[config.mk]
export PLATFORM = sky130hd
export DESIGN_NAME = gpib_response_formatter
export DESIGN_NICKNAME = d
export VERILOG_FILES = /design/src/design/gpib_fmt_pkg.sv /design/src/design/gpib_response_formatter.sv
export VERILOG_INCLUDE_DIRS = /design/src /design/src/design
export SDC_FILE = /design/constraint.sdc
export NUM_CORES = 1
export LEC_CHECK = 0
export BUFFER_PORTS_ARGS = -buffer_cell sky130_fd_sc_hd__buf_2
export CORE_MARGIN = 1.5
export CORE_UTILIZATION = 55
export DETAILED_ROUTE_END_ITERATION = 10
export GPL_TIMING_DRIVEN = 0
export PLACE_DENSITY = 0.87
export SKIP_LAST_GASP = 1
export SLEW_MARGIN = 20
export SYNTH_ARGS = -nofsm -noshare
export SYNTH_HDL_FRONTEND = slang
export SYNTH_SLANG_ARGS = --single-unit
export TNS_END_PERCENT = 100
[constraint.sdc]
create_clock -name clk_sys -period 4.9 [get_ports clk_sys]
set_input_delay 0.98 -clock clk_sys [delete_from_list [all_inputs] [get_ports clk_sys]]
set_output_delay 0.98 -clock clk_sys [all_outputs]
set_load 0.01 [all_outputs]
[src/design/gpib_fmt_params.svh]
`ifndef GPIB_FMT_PARAMS_SVH
`define GPIB_FMT_PARAMS_SVH

// delimiter selection codes
`define DELIM_CRLF_EOI 2'h0
`define DELIM_LF 2'h1
`define DELIM_EOI 2'h2
`define DELIM_CRLF 2'h3
`define DELIM_RESET `DELIM_CRLF

// header output enable after reset (1 = header on)
`define HDR_RESET 1'b1

// terminator characters
`define CHAR_CR 8'h0D
`define CHAR_LF 8'h0A

// reply layout
`define REPLY_LEN 17
`define HDR_LEN 2
`define FIELD_LEN (`REPLY_LEN - `HDR_LEN)
`define SNAP_LEN 7

// reply data buffer
`define FIFO_W 8
`define FIFO_D 8

`endif

[src/design/gpib_fmt_pkg.sv]
`default_nettype none
package gpib_fmt_pkg;

    typedef logic [1:0] delim_t;

    typedef enum logic [2:0] {
        S_IDLE,
        S_SNAP,
        S_HDR0,
        S_HDR1,
        S_FIELD,
        S_CR,
        S_LF
    } fmt_state_e;

endpackage
`default_nettype wire

[src/design/gpib_response_formatter.sv]
// What this block does
// - selection 1: end with LF, no EOI
// - selection 2: EOI with last data byte
// - selection 3: end with CR LF, no EOI
// - selection 0: CR LF, EOI on LF only
// - accept input ended by any delimiter form
// - delimiter-select command changes active selection
// - power-on delimiter selection is 3
// - snapshot is exactly seven binary bytes
// - snapshot sent once addressed as talker
// - snapshot: EOI on seventh, no CR LF
// - byte 1: attenuator 0 to 5
// - byte 2: vertical scale code 0 to 3
// - byte 3: reference unit code 0 to 7
// - byte 4: coarse 0, fine 1
// - byte 5: trigger mode code 0 to 3
// - byte 6: knob marker 0, centre 1
// - byte 7: frequency control off 0, on 1
// - header on: two letters precede field
// - header command: 0 disables, 1 enables
// - parameter reply is 17 bytes with header on, 15 field bytes with header off
`timescale 1ns/100ps
`default_nettype none
`include "gpib_fmt_params.svh"
////////////////////////////////////////////////////////////////////////////////
// reply data buffer
module reply_fifo #(
    parameter int W = 8,
    parameter int D = 8
) (
    // clock and reset
    input wire logic clk_sys,
    input wire logic rst_b,
    input wire logic ce,
    // write side
    input wire logic [W-1:0] in_data,
    input wire logic in_valid,
    output logic in_ready,
    // read side
    output logic [W-1:0] out_data,
    output logic out_valid,
    input wire logic out_ready
);
    localparam int AW = $clog2(D);
    logic [W-1:0] mem_q [D];
    logic [AW:0] wr_q;
    logic [AW:0] rd_q;
    wire full = (wr_q[AW] != rd_q[AW]) && (wr_q[AW-1:0] == rd_q[AW-1:0]);
    wire empty = (wr_q == rd_q);
    wire push = ce && in_valid && !full;
    wire pop = ce && out_ready && !empty;
    assign in_ready = !full;
    assign out_valid = !empty;
    assign out_data = mem_q[rd_q[AW-1:0]];
    always_ff @(posedge clk_sys) begin
        if (push) begin
            mem_q[wr_q[AW-1:0]] <= in_data;
        end
    end
    always_ff @(posedge clk_sys or negedge rst_b) begin
        if (!rst_b) begin
            wr_q <= '0;
            rd_q <= '0;
        end else begin
            if (push) begin
                wr_q <= wr_q + 1'b1;
            end
            if (pop) begin
                rd_q <= rd_q + 1'b1;
            end
        end
    end
endmodule

////////////////////////////////////////////////////////////////////////////////
// talker-side reply formatter
module gpib_response_formatter
    import gpib_fmt_pkg::*;
(
    // clock, reset, enable
    input wire logic clk_sys,
    input wire logic rst_b,
    input wire logic ce,
    // commands from the parser, one-cycle strobes
    input wire logic delimiter_select_cmd,
    input wire logic [1:0] delimiter_value,
    input wire logic header_control_cmd,
    input wire logic header_arg,
    input wire logic parameter_query_cmd,
    input wire logic [15:0] parameter_header_code,
    input wire logic settings_snapshot_request,
    // front-panel settings
    input wire logic [2:0] atten_step,
    input wire logic [1:0] vert_scale,
    input wire logic [2:0] ref_unit,
    input wire logic ref_fine,
    input wire logic [1:0] trig_mode,
    input wire logic knob_on_cf,
    input wire logic auto_freq_control,
    // numeric field bytes from the reply generator
    input wire logic [7:0] field_data,
    input wire logic field_valid,
    output logic field_ready,
    // talker addressing, asynchronous pin level
    input wire logic talker_addressed,
    // talker byte port
    output logic [7:0] tx_data,
    output logic tx_eoi,
    output logic tx_valid,
    input wire logic tx_ready,
    // listener byte port and message end detection
    input wire logic [7:0] rx_data,
    input wire logic rx_eoi,
    input wire logic rx_valid,
    output logic rx_msg_end,
    // status
    output logic [1:0] delimiter_sel,
    output logic header_on,
    output logic reply_busy
);
    ////////////////////////////////////////////////////////////////////////////
    // talker addressing synchroniser: accept change once stages 2 and 3 agree
    logic talk_m1_q;
    logic talk_m2_q;
    logic talk_m3_q;
    logic talk_q;
    always_ff @(posedge clk_sys or negedge rst_b) begin
        if (!rst_b) begin
            talk_m1_q <= 1'b0;
            talk_m2_q <= 1'b0;
            talk_m3_q <= 1'b0;
            talk_q <= 1'b0;
        end else if (ce) begin
            talk_m1_q <= talker_addressed;
            talk_m2_q <= talk_m1_q;
            talk_m3_q <= talk_m2_q;
            if (talk_m2_q == talk_m3_q) begin
                talk_q <= talk_m3_q;
            end
        end
    end

    ////////////////////////////////////////////////////////////////////////////
    // configuration
    delim_t delim_q;
    logic hdr_on_q;
    always_ff @(posedge clk_sys or negedge rst_b) begin
        if (!rst_b) begin
            delim_q <= `DELIM_RESET;
            hdr_on_q <= `HDR_RESET;
        end else if (ce) begin
            if (delimiter_select_cmd) begin
                delim_q <= delimiter_value;
            end
            if (header_control_cmd) begin
                hdr_on_q <= header_arg;
            end
        end
    end
    assign delimiter_sel = delim_q;
    assign header_on = hdr_on_q;

    ////////////////////////////////////////////////////////////////////////////
    // incoming message end: LF alone, CR LF, or EOI on any byte
    logic rx_end_q;
    wire rx_end_d = rx_valid && (rx_eoi || rx_data == `CHAR_LF);
    always_ff @(posedge clk_sys or negedge rst_b) begin
        if (!rst_b) begin
            rx_end_q <= 1'b0;
        end else if (ce) begin
            rx_end_q <= rx_end_d;
        end
    end
    assign rx_msg_end = rx_end_q;

    ////////////////////////////////////////////////////////////////////////////
    // field buffer
    logic [7:0] fifo_data;
    logic fifo_valid;
    logic fifo_pop;
    reply_fifo #(
        .W(`FIFO_W),
        .D(`FIFO_D)
    ) u_fifo (
        .clk_sys(clk_sys),
        .rst_b(rst_b),
        .ce(ce),
        .in_data(field_data),
        .in_valid(field_valid),
        .in_ready(field_ready),
        .out_data(fifo_data),
        .out_valid(fifo_valid),
        .out_ready(fifo_pop)
    );

    ////////////////////////////////////////////////////////////////////////////
    // snapshot capture, frozen when the request is taken
    logic [7:0] snap_q [`SNAP_LEN];
    logic snap_pend_q;
    logic reply_pend_q;
    logic [15:0] hdr_code_q;
    always_ff @(posedge clk_sys or negedge rst_b) begin
        if (!rst_b) begin
            for (int i = 0; i < `SNAP_LEN; i++) begin
                snap_q[i] <= 8'h00;
            end
            hdr_code_q <= 16'h0000;
        end else if (ce) begin
            if (settings_snapshot_request) begin
                snap_q[0] <= {5'h00, atten_step};
                snap_q[1] <= {6'h00, vert_scale};
                snap_q[2] <= {5'h00, ref_unit};
                snap_q[3] <= {7'h00, ref_fine};
                snap_q[4] <= {6'h00, trig_mode};
                snap_q[5] <= {7'h00, knob_on_cf};
                snap_q[6] <= {7'h00, auto_freq_control};
            end
            if (parameter_query_cmd) begin
                hdr_code_q <= parameter_header_code;
            end
        end
    end

    ////////////////////////////////////////////////////////////////////////////
    // output sequencer
    fmt_state_e state_q;
    fmt_state_e state_d;
    logic [3:0] cnt_q;
    logic [3:0] cnt_d;
    logic out_vld_q;
    logic [7:0] out_data_q;
    logic out_eoi_q;
    // output register may take a new byte when empty or being drained
    wire slot_free = !out_vld_q || tx_ready;
    wire go = ce && talk_q && slot_free;
    wire snap_last = (cnt_q == 4'(`SNAP_LEN - 1));
    wire field_last = (cnt_q == 4'(`FIELD_LEN - 1));
    logic have_byte;
    logic [7:0] next_byte;
    logic next_eoi;
    logic snap_done;
    logic reply_done;
    always_comb begin
        have_byte = 1'b0;
        next_byte = 8'h00;
        next_eoi = 1'b0;
        state_d = state_q;
        cnt_d = cnt_q;
        snap_done = 1'b0;
        reply_done = 1'b0;
        unique case (state_q)
            S_IDLE: begin
                // snapshot wins when both are waiting
                cnt_d = 4'h0;
                if (snap_pend_q) begin
                    state_d = S_SNAP;
                end else if (reply_pend_q) begin
                    state_d = hdr_on_q ? S_HDR0 : S_FIELD;
                end
            end
            S_SNAP: begin
                have_byte = 1'b1;
                next_byte = snap_q[cnt_q[2:0]];
                next_eoi = snap_last;
                if (snap_last) begin
                    state_d = S_IDLE;
                    snap_done = 1'b1;
                end else begin
                    cnt_d = cnt_q + 4'h1;
                end
            end
            S_HDR0: begin
                have_byte = 1'b1;
                next_byte = hdr_code_q[15:8];
                state_d = S_HDR1;
            end
            S_HDR1: begin
                have_byte = 1'b1;
                next_byte = hdr_code_q[7:0];
                state_d = S_FIELD;
            end
            S_FIELD: begin
                have_byte = fifo_valid;
                next_byte = fifo_data;
                next_eoi = field_last && delim_q == `DELIM_EOI;
                if (!field_last) begin
                    cnt_d = cnt_q + 4'h1;
                end else if (delim_q == `DELIM_EOI) begin
                    state_d = S_IDLE;
                    reply_done = 1'b1;
                end else if (delim_q == `DELIM_LF) begin
                    state_d = S_LF;
                end else begin
                    state_d = S_CR;
                end
            end
            S_CR: begin
                have_byte = 1'b1;
                next_byte = `CHAR_CR;
                state_d = S_LF;
            end
            S_LF: begin
                have_byte = 1'b1;
                next_byte = `CHAR_LF;
                next_eoi = (delim_q == `DELIM_CRLF_EOI);
                state_d = S_IDLE;
                reply_done = 1'b1;
            end
        endcase
    end
    // a byte leaves the sequencer only while addressed and the port has room
    wire load = go && have_byte;
    wire step = (state_q == S_IDLE) ? ce : load;
    assign fifo_pop = load && state_q == S_FIELD;
    always_ff @(posedge clk_sys or negedge rst_b) begin
        if (!rst_b) begin
            state_q <= S_IDLE;
            cnt_q <= 4'h0;
        end else if (step) begin
            state_q <= state_d;
            cnt_q <= cnt_d;
        end
    end
    // pending flags: a new request in the finishing cycle is kept
    always_ff @(posedge clk_sys or negedge rst_b) begin
        if (!rst_b) begin
            snap_pend_q <= 1'b0;
            reply_pend_q <= 1'b0;
        end else if (ce) begin
            if (settings_snapshot_request) begin
                snap_pend_q <= 1'b1;
            end else if (load && snap_done) begin
                snap_pend_q <= 1'b0;
            end
            if (parameter_query_cmd) begin
                reply_pend_q <= 1'b1;
            end else if (load && reply_done) begin
                reply_pend_q <= 1'b0;
            end
        end
    end
    always_ff @(posedge clk_sys or negedge rst_b) begin
        if (!rst_b) begin
            out_vld_q <= 1'b0;
            out_data_q <= 8'h00;
            out_eoi_q <= 1'b0;
        end else if (ce) begin
            if (load) begin
                out_vld_q <= 1'b1;
                out_data_q <= next_byte;
                out_eoi_q <= next_eoi;
            end else if (tx_ready) begin
                out_vld_q <= 1'b0;
            end
        end
    end
    assign tx_data = out_data_q;
    assign tx_eoi = out_eoi_q;
    assign tx_valid = out_vld_q;
    assign reply_busy = snap_pend_q || reply_pend_q || state_q != S_IDLE;
endmodule

`default_nettype wire

# Yosys cells after proc, flatten, opt, wreduce, memory -nomap -nowiden
# Memory sizes are Yosys's and may differ from the RTL's.
# Index checks and enable logic that the tools add are counted.
[classes]
reduce_logical = 39
mux = 31
add_sub_neg = 3
eq_ne = 20
bitwise_logic = 1
magnitude_cmp = 1
[ops]
columns = ["op", "count"]
rows = [
  ["one-hot mux 8 bit (6 select lines)", 1],
  ["binary-select mux 8 bit (select 3 bit)", 1],
  ["one-hot mux 3 bit (7 select lines)", 1],
  ["2-to-1 mux 3 bit", 6],
  ["AND reduction 2 bit", 9],
  ["2-to-1 mux 8 bit", 2],
  ["logical AND 1 bit", 13],
  ["2-to-1 mux 1 bit", 13],
  ["adder 4 x 1 -> 4 bit (second input constant)", 3],
  ["one-hot mux 4 bit (3 select lines)", 1],
  ["== test 3 bit (second input constant)", 3],
  ["== test 8 x 4 -> 1 bit (second input constant)", 1],
  ["2-to-1 mux 4 bit", 2],
  ["!= test 2 bit (second input constant)", 4],
  ["AND reduction 4 bit", 2],
  ["== test 3 x 2 -> 1 bit (second input constant)", 2],
  ["nonzero test 2 bit", 3],
  ["nonzero test 3 bit", 2],
  ["OR reduction 5 bit", 1],
  ["== test 4 x 3 -> 1 bit (second input constant)", 1],
  ["== test 4 bit", 1],
  ["== test 4 bit (second input constant)", 1],
  [">= comparator 4 bit (second input constant)", 1],
  ["logical OR 1 bit", 4],
  ["other kinds (14)", 17],
]
[word_totals]
out_inout_bits = 16
word_cells = 120
memories = 1
ff_bits = 64
in_bits = 60
ramBits = 64
[memory_table]
columns = ["name", "words", "width", "rd", "rd_clocked_by_memory_dff", "write_ports", "line", "text"]
rows = [
  ["u_fifo.mem_q", 8, 8, 1, 0, 1, "gpib_response_formatter.sv:45", "logic [W-1:0] mem_q [D];"],
]

# Logic depth before layout (Yosys ltp)
# Gate-level depths: netlist (run 1).
[logic_depth]
word_depth = 7
ltp_mapped = 8
ltp_nobuf = 7

# Hierarchy
# From an unflattened synthesis (run 1), not the netlist that was laid out.
[unflattened]
hier_cells = 411
area_unflattened_um2 = 5871.9
[modules_own_cells]
columns = ["module", "area_each_um2", "cells_per_inst", "seq_area_each_um2", "instances"]
rows = [
  ["reply_fifo", 3000.4, 147, 2122.0, 1],
  ["gpib_response_formatter", 2871.5, 264, 1405.1, 1],
]

# Worst setup path before layout (run 1)
# Ideal clock, no wire load.
[synth_path]
path_type = "input to register"
startpoint = "in ce"
endpoint = "mem u_fifo.mem_q[1][0] (enable)"
cell_stages = 5
t_required_ns = 4.517
slack_ns = 2.317
arrival_time_ns = 2.199
path_buffers = 1
setup_time_ns = 0.383
path_cell_list = "buf_2 nand2_1 a41oi_2 nand2_1 nor3_1"
[synth_via]
elab_chain_cells = 4
[synth_rtl]
columns = ["element", "line", "text"]
rows = [
  ["start: declaration", "gpib_response_formatter.sv:83", "input wire logic ce,"],
  ["logical AND 1 bit (2 in series)", "gpib_response_formatter.sv:50", "wire push = ce && in_valid && !full;"],
  ["2-to-1 mux 1 bit", "gpib_response_formatter.sv:56", "if (push) begin"],
  ["2-to-1 mux 1 bit (implied by the code)", "gpib_response_formatter.sv:57", "mem_q[wr_q[AW-1:0]] <= in_data;"],
  ["end: declaration", "gpib_response_formatter.sv:45", ""],
]
# No other way between the ends.

# Worst setup path in the final report (run 1)
[layout_path]
startpoint = "reg u_fifo.wr_q[2]"
endpoint = "out field_ready"
[layout_via]
elab_chain_cells = 3
[layout_rtl]
columns = ["element", "line", "text"]
rows = [
  ["start: declaration", "gpib_response_formatter.sv:46", "logic [AW:0] wr_q;"],
  ["start signal: assignment", "gpib_response_formatter.sv:66", "wr_q <= wr_q + 1'b1;"],
  ["== test 3 bit", "gpib_response_formatter.sv:48", "wire full = (wr_q[AW] != rd_q[AW]) && (wr_q[AW-1:0] == rd_q[AW-1:0]);"],
  ["logical AND 1 bit", "gpib_response_formatter.sv:48", ""],
  ["logical NOT 1 bit", "gpib_response_formatter.sv:52", "assign in_ready = !full;"],
  ["end: declaration", "gpib_response_formatter.sv:103", "output logic field_ready,"],
]
# No other way between the ends.

==> results of run 1 <==
-- cell type report --
type / count / area, um2
multi-input combinational: 249 / 2100
clock buffer: 20 / 425
inverter: 12 / 45.0
tap: 136 / 170
buffer: 23 / 111
fill: 719 / 3410
timing repair buffer: 74 / 373
clock inverter: 11 / 73.8
sequential: 128 / 3530
-- worst paths after layout --
path | slack, ps | end | depth (start not counted) | from
max | 2220 | field_ready | 4 | u_fifo.wr_q[2]
min in group asynchronous | 550 | talk_q | 1 | rst_b
max reg2reg | 2470 | u_fifo.mem_q[7][7] | 4 | u_fifo.wr_q[1]
min reg2reg | 500 | hdr_code_q[0] | 1 | hdr_code_q[0]
max in group asynchronous | 3840 | hdr_code_q[14] | 1 | rst_b
min | 500 | hdr_code_q[0] | 1 | hdr_code_q[0]
-- critical path, cell delays in order, from the launching register on --
cell and delay, ps:
dfrtp_1 350, buf_2 180, xnor2_2 230, nand4_1 210
buf_2 200
-- metal layers --
layer  global-route usage [%]  wire (um)  vias to the layer above  share of wire [%]
li1                         -          -                     1724                  -
met1                     28.8       4710                     1916                 39
met2                     40.1       6320                      148                 52
met3                     6.37        784                       31                6.5
met4                     12.1        324                        0                2.7
met5                        0          0                        -                  0
-- cells in the final DEF, fill, tap and decap left out, types with 4 or more instances in the layout --
cell | synthesis | layout
clkinv_1 | 0 | 5
clkbuf_1 | 10 | 13
ha_1 | 7 | 7
nand2_1 | 40 | 40
o21ai_0 | 7 | 7
xnor2_1 | 4 | 4
nor3_1 | 7 | 5
clkbuf_16 | 0 | 16
edfxtp_1 | 64 | 64
nor2_1 | 23 | 23
nor2b_1 | 5 | 5
nand3_1 | 5 | 5
dfrtp_1 | 61 | 61
mux2_2 | 43 | 43
mux2i_1 | 7 | 7
a22oi_1 | 4 | 4
inv_1 | 12 | 12
mux4_2 | 15 | 15
a21oi_1 | 18 | 18
buf_2 | 8 | 81
nand2b_1 | 7 | 7
clkinv_2 | 0 | 5
-- logic make-up (layout without fill, tap and decap cells) --
| group | Yosys count | after routing | synth area share (%) |
|---|---|---|---|
| muxes | 67 | 67 | 16.0 |
| DFF | 128 | 128 | 61.1 |
| AOI/OAI and AO/OA | 59 | 59 | 7.50 |
| xor gates and xnor gates | 10 | 10 | 2.10 |
| adders and majority gates | 7 | 7 | 1.52 |
| buffers and inverters | 35 | 140 | 2.71 |
| and+or+nand+nor | 106 | 106 | 9.08 |
-- registers in the layout, indices dropped and copies added, names as in the netlist, 2 cells and up --
register,flops
snap_q,13
state_q,3
u_fifo.rd_q,4
cnt_q,4
u_fifo.wr_q,4
hdr_code_q,16
tx_data,8
delimiter_sel,2
u_fifo.mem_q,64
-- per-stage QoR --
stage	utilization (%)	instances	total power, uW	setup slack (ps)
floorplan	-	412	2240	2320
global placement	61.7	622	2510	1690
detailed placement	61.8	622	2570	1880
CTS	66.7	653	3650	2210
global route	66.7	653	3820	2160
finish	66.7	653	3640	2220
-- report_power, final --
part / total [uW] / internal (uW) / switching, uW
Sequential: 1440 / 1310 / 124
Combinational: 1130 / 508 / 622
Clock: 1070 / 654 / 419
Total: 3640 / 2470 / 1160
==> reports/metrics.yaml, run 1 <==
status: "complete, no violations"
finalMaxSlewViolations: 0
synth.yosys.seq_area_share_pct: 61.1
drive_gt1_share_pct: 35.4
async_flop_share_pct: 50.0
cts_max_level: 4
cts_resized: 0
antenna_found_initial: 0
period_needed_ps: 2680
tightest_slew_ps: 986
area_delta_synth_final_pct: 18.2
yosysMostFrequentCell: "edfxtp_1"
netlist.area_leader.share_pct: 33.3
cts_buffers: 17
root_buffer: "clkbuf_8"
ys.flop_type: "edfxtp_1"
p_leak_uw: 0.00272
yosys_warnings: 0
worstHoldPathType: "reg2reg"
gr-total-overflow: 0
clockBufferDepth: 2
avgRoutedWirePerCell_um: 18.6
fmax_ghz: 0.373
syn_inst: 412
route.detailed.drc: 0
track_usage_pct: 24.0
synth_area_mm2: 0.00577
layout.nets: 572
vias: 3819
ys_types: 60
cts_setup_buffers: 0
synth-seq-cells: 128
max_cap_violations: 0
finalHoldViolCount: 0
grt_max_degree: 65
die_w_um: 105
post-route-period-util_pct: 54.7
grt_pass1_wl_um: 19900
rows: 37
setup_viol_count_final: 0
power_density_mw_per_mm2: 533
core_mm2: 0.0102
grt_pass1_vias: 4028
synth_edf_count: 64
vias_per_cell: 5.85
cts_hold_buf: 0
design_area_mm2: 0.00682
clk_pin_slew_ps: 60
synth_common_cells: "edfxtp_1 (64), dfrtp_1 (61), mux2_2 (43)"
die_area_mm2: 0.0111
rsz0062_at_grt: "no"
fin_worst_skew_ps: 6.19
cp_data_required_time_ps: 3920
gp_congestion: 0.875
setup_tns_ps: 0
cp-start-kind: "register"
critPathCaptureType: "primary output"
vdd_drop_max_mv: 0.280
crit_arrival_ps: 1700
die_h_um: 105
firstDrtPassIters: 4
first_iter_violations: 180
insertedDiodeCount: 0
yosysTopAreaCell: "edfxtp_1"
ios: 76
slew_headroom_pct: 34.0
syn_nets: 479
postRouteAntennaNets: 0
wirelength_um: 12100
clock_sinks: 128
clk_latency_ps: 520
yosys-top-cells-area: "edfxtp_1 (33%), dfrtp_1 (26%), mux2_2 (8.4%)"
critical_path_peak_fanout: 7
critical_path_class: "reg2out"
placed_area_mm2: 0.00632
dp_hpwl_um: 8340
synth_area_per_cell_um2: 14.0
start_util_pct: 56.4
whs_ps: 501
cts_tree: "yes"
io_buffers: 74
Note: power is estimated with default switching activity, not from simulation.
==> run 2, diff against run 1 <==
==> constraint.sdc (replaced) <==
create_clock -name clk_sys -period 2.5 [get_ports clk_sys]
set_input_delay 0.5 -clock clk_sys [delete_from_list [all_inputs] [get_ports clk_sys]]
set_output_delay 0.5 -clock clk_sys [all_outputs]
set_load 0.01 [all_outputs]
==> reports/metrics.yaml, run 2 (synthesis gave the netlist of run 1 again) <==
insertedDiodeCount: 0
worst_path_largest_cell_delay_ps: 750
antenna_found_initial: 0
clk_latency_ps: 520
cpMaxStageDelayCell: "nor2_1"
rsz0062_at_grt: "yes"
die_area_mm2: 0.0111
fin_worst_skew_ps: 5.70
gr-total-overflow: 0
cts_hold_buf: 0
finalHoldViolCount: 0
die_w_um: 105
ios: 76
area_delta_synth_final_pct: 18.3
layout.nets: 572
drive_gt1_share_pct: 35.6
critPathCaptureType: "register"
track_usage_pct: 24.0
fmax_ghz: 0.422
route.detailed.drc: 0
max_cap_violations: 0
r2r_start: "u_fifo.wr_q[1]"
power_density_mw_per_mm2: 1050
vdd_drop_max_mv: 0.549
finalMaxSlewViolations: 0
firstDrtPassIters: 4
mostFrequentLayoutCells: "buf_2 (81), edfxtp_1 (64), dfrtp_1 (61)"
design_area_mm2: 0.00683
p_leak_uw: 0.00272
dp_hpwl_um: 8340
vias: 3823
core_mm2: 0.0102
whs_ps: 58.5
postRouteAntennaNets: 0
path_delay_family: "simple AND/OR/NAND/NOR gates"
placed_area_mm2: 0.00632
critical_path_class: "reg2reg"
io_buffers: 74
cp_data_required_time_ps: 2640
rows: 37
start_util_pct: 56.4
root_buffer: "clkbuf_8"
tightest_slew_ps: 924
final_common_cell: "buf_2"
clockBufferDepth: 2
cts_buffers: 17
grt_pass1_wl_um: 19900
grt_max_degree: 65
clock_sinks: 128
gp_congestion: 0.875
die_h_um: 105
avgRoutedWirePerCell_um: 18.7
critical_path_peak_fanout: 8
setup_viol_count_final: 0
first_iter_violations: 189
cts_max_level: 4
clk_pin_slew_ps: 60
post-route-period-util_pct: 94.8
grt_pass1_vias: 4028
crit_start: "u_fifo.wr_q[1]"
status: "complete, no violations"
worst-path-buf-inv: 0
cp-start-kind: "register"
wirelength_um: 12200
slew_headroom_pct: 38.2
period_needed_ps: 2370
path_cells: "xnor2_2 -> a41oi_2 -> nand2b_1 -> nor2_1"
power_uw: 7140
crit_arrival_ps: 2520
worstHoldPathType: "in2async"
vias_per_cell: 5.85
cts_tree: "yes"
largest_reg_flops: 64
-- run 2: cell type report --
cell class	instances	area [um2]
Buffer	23	111
Clock buffer	20	425
Clock inverter	11	73.8
Fill cell	717	3400
Inverter	12	45.0
Multi-Input combinational cell	249	2100
Sequential cell	128	3530
Tap cell	136	170
Timing Repair Buffer	74	373
-- run 2: metal layers --
layer  global-route usage, %  vias to the layer above  wire length [um]
li1                        -                     1729                 -
met1                    28.8                     1915              4840
met2                    40.1                      149              6310
met3                    6.37                       30               739
met4                    12.1                        0               301
met5                       0                        -                 0
-- run 2: what timing repair did --
item | CTS | global route
setup buffers | 0 | 0
gates resized for setup | 0 | 1
endpoints found under the setup margin | 0 | 9
-- run 2: per-stage QoR --
step | TNS (ps) | setup WS, ps | util (%) | instances
4_1_cts | 0 | 6.59 | 66.7 | 653
2_1_floorplan | 0 | 397 | - | 412
6_report | 0 | 130 | 66.7 | 653
3_3_place_gp | -3440 | -225 | 61.7 | 622
3_5_place_dp | -298 | -38.0 | 61.8 | 622
5_1_grt | -32.5 | -6.70 | 66.7 | 653
-- run 2: path summary, 6_finish.rpt --
| kind | to | slack (ps) | depth (start not counted) |
|---|---|---|---|
| max | u_fifo.mem_q[6][4] | 130 | 4 |
| min | talk_q | 60 | 1 |
| max reg2reg | u_fifo.mem_q[6][4] | 130 | 4 |
| min reg2reg | hdr_code_q[0] | 500 | 1 |
| max in group asynchronous | hdr_code_q[8] | 1900 | 1 |
| min in group clk_sys | hdr_code_q[6] | 210 | 2 |
-- run 2: worst reg2reg max path: stages, from the launching register on --
cell and delay, ps:
dfrtp_1 500, xnor2_2 210, a41oi_2 350, nand2b_1 180, nor2_1 750
-- run 2: power breakdown --
part / internal, uW / total, uW / switching (uW)
combinational: 997 / 2220 / 1220
sequential: 2570 / 2820 / 245
clock: 1280 / 2100 / 820
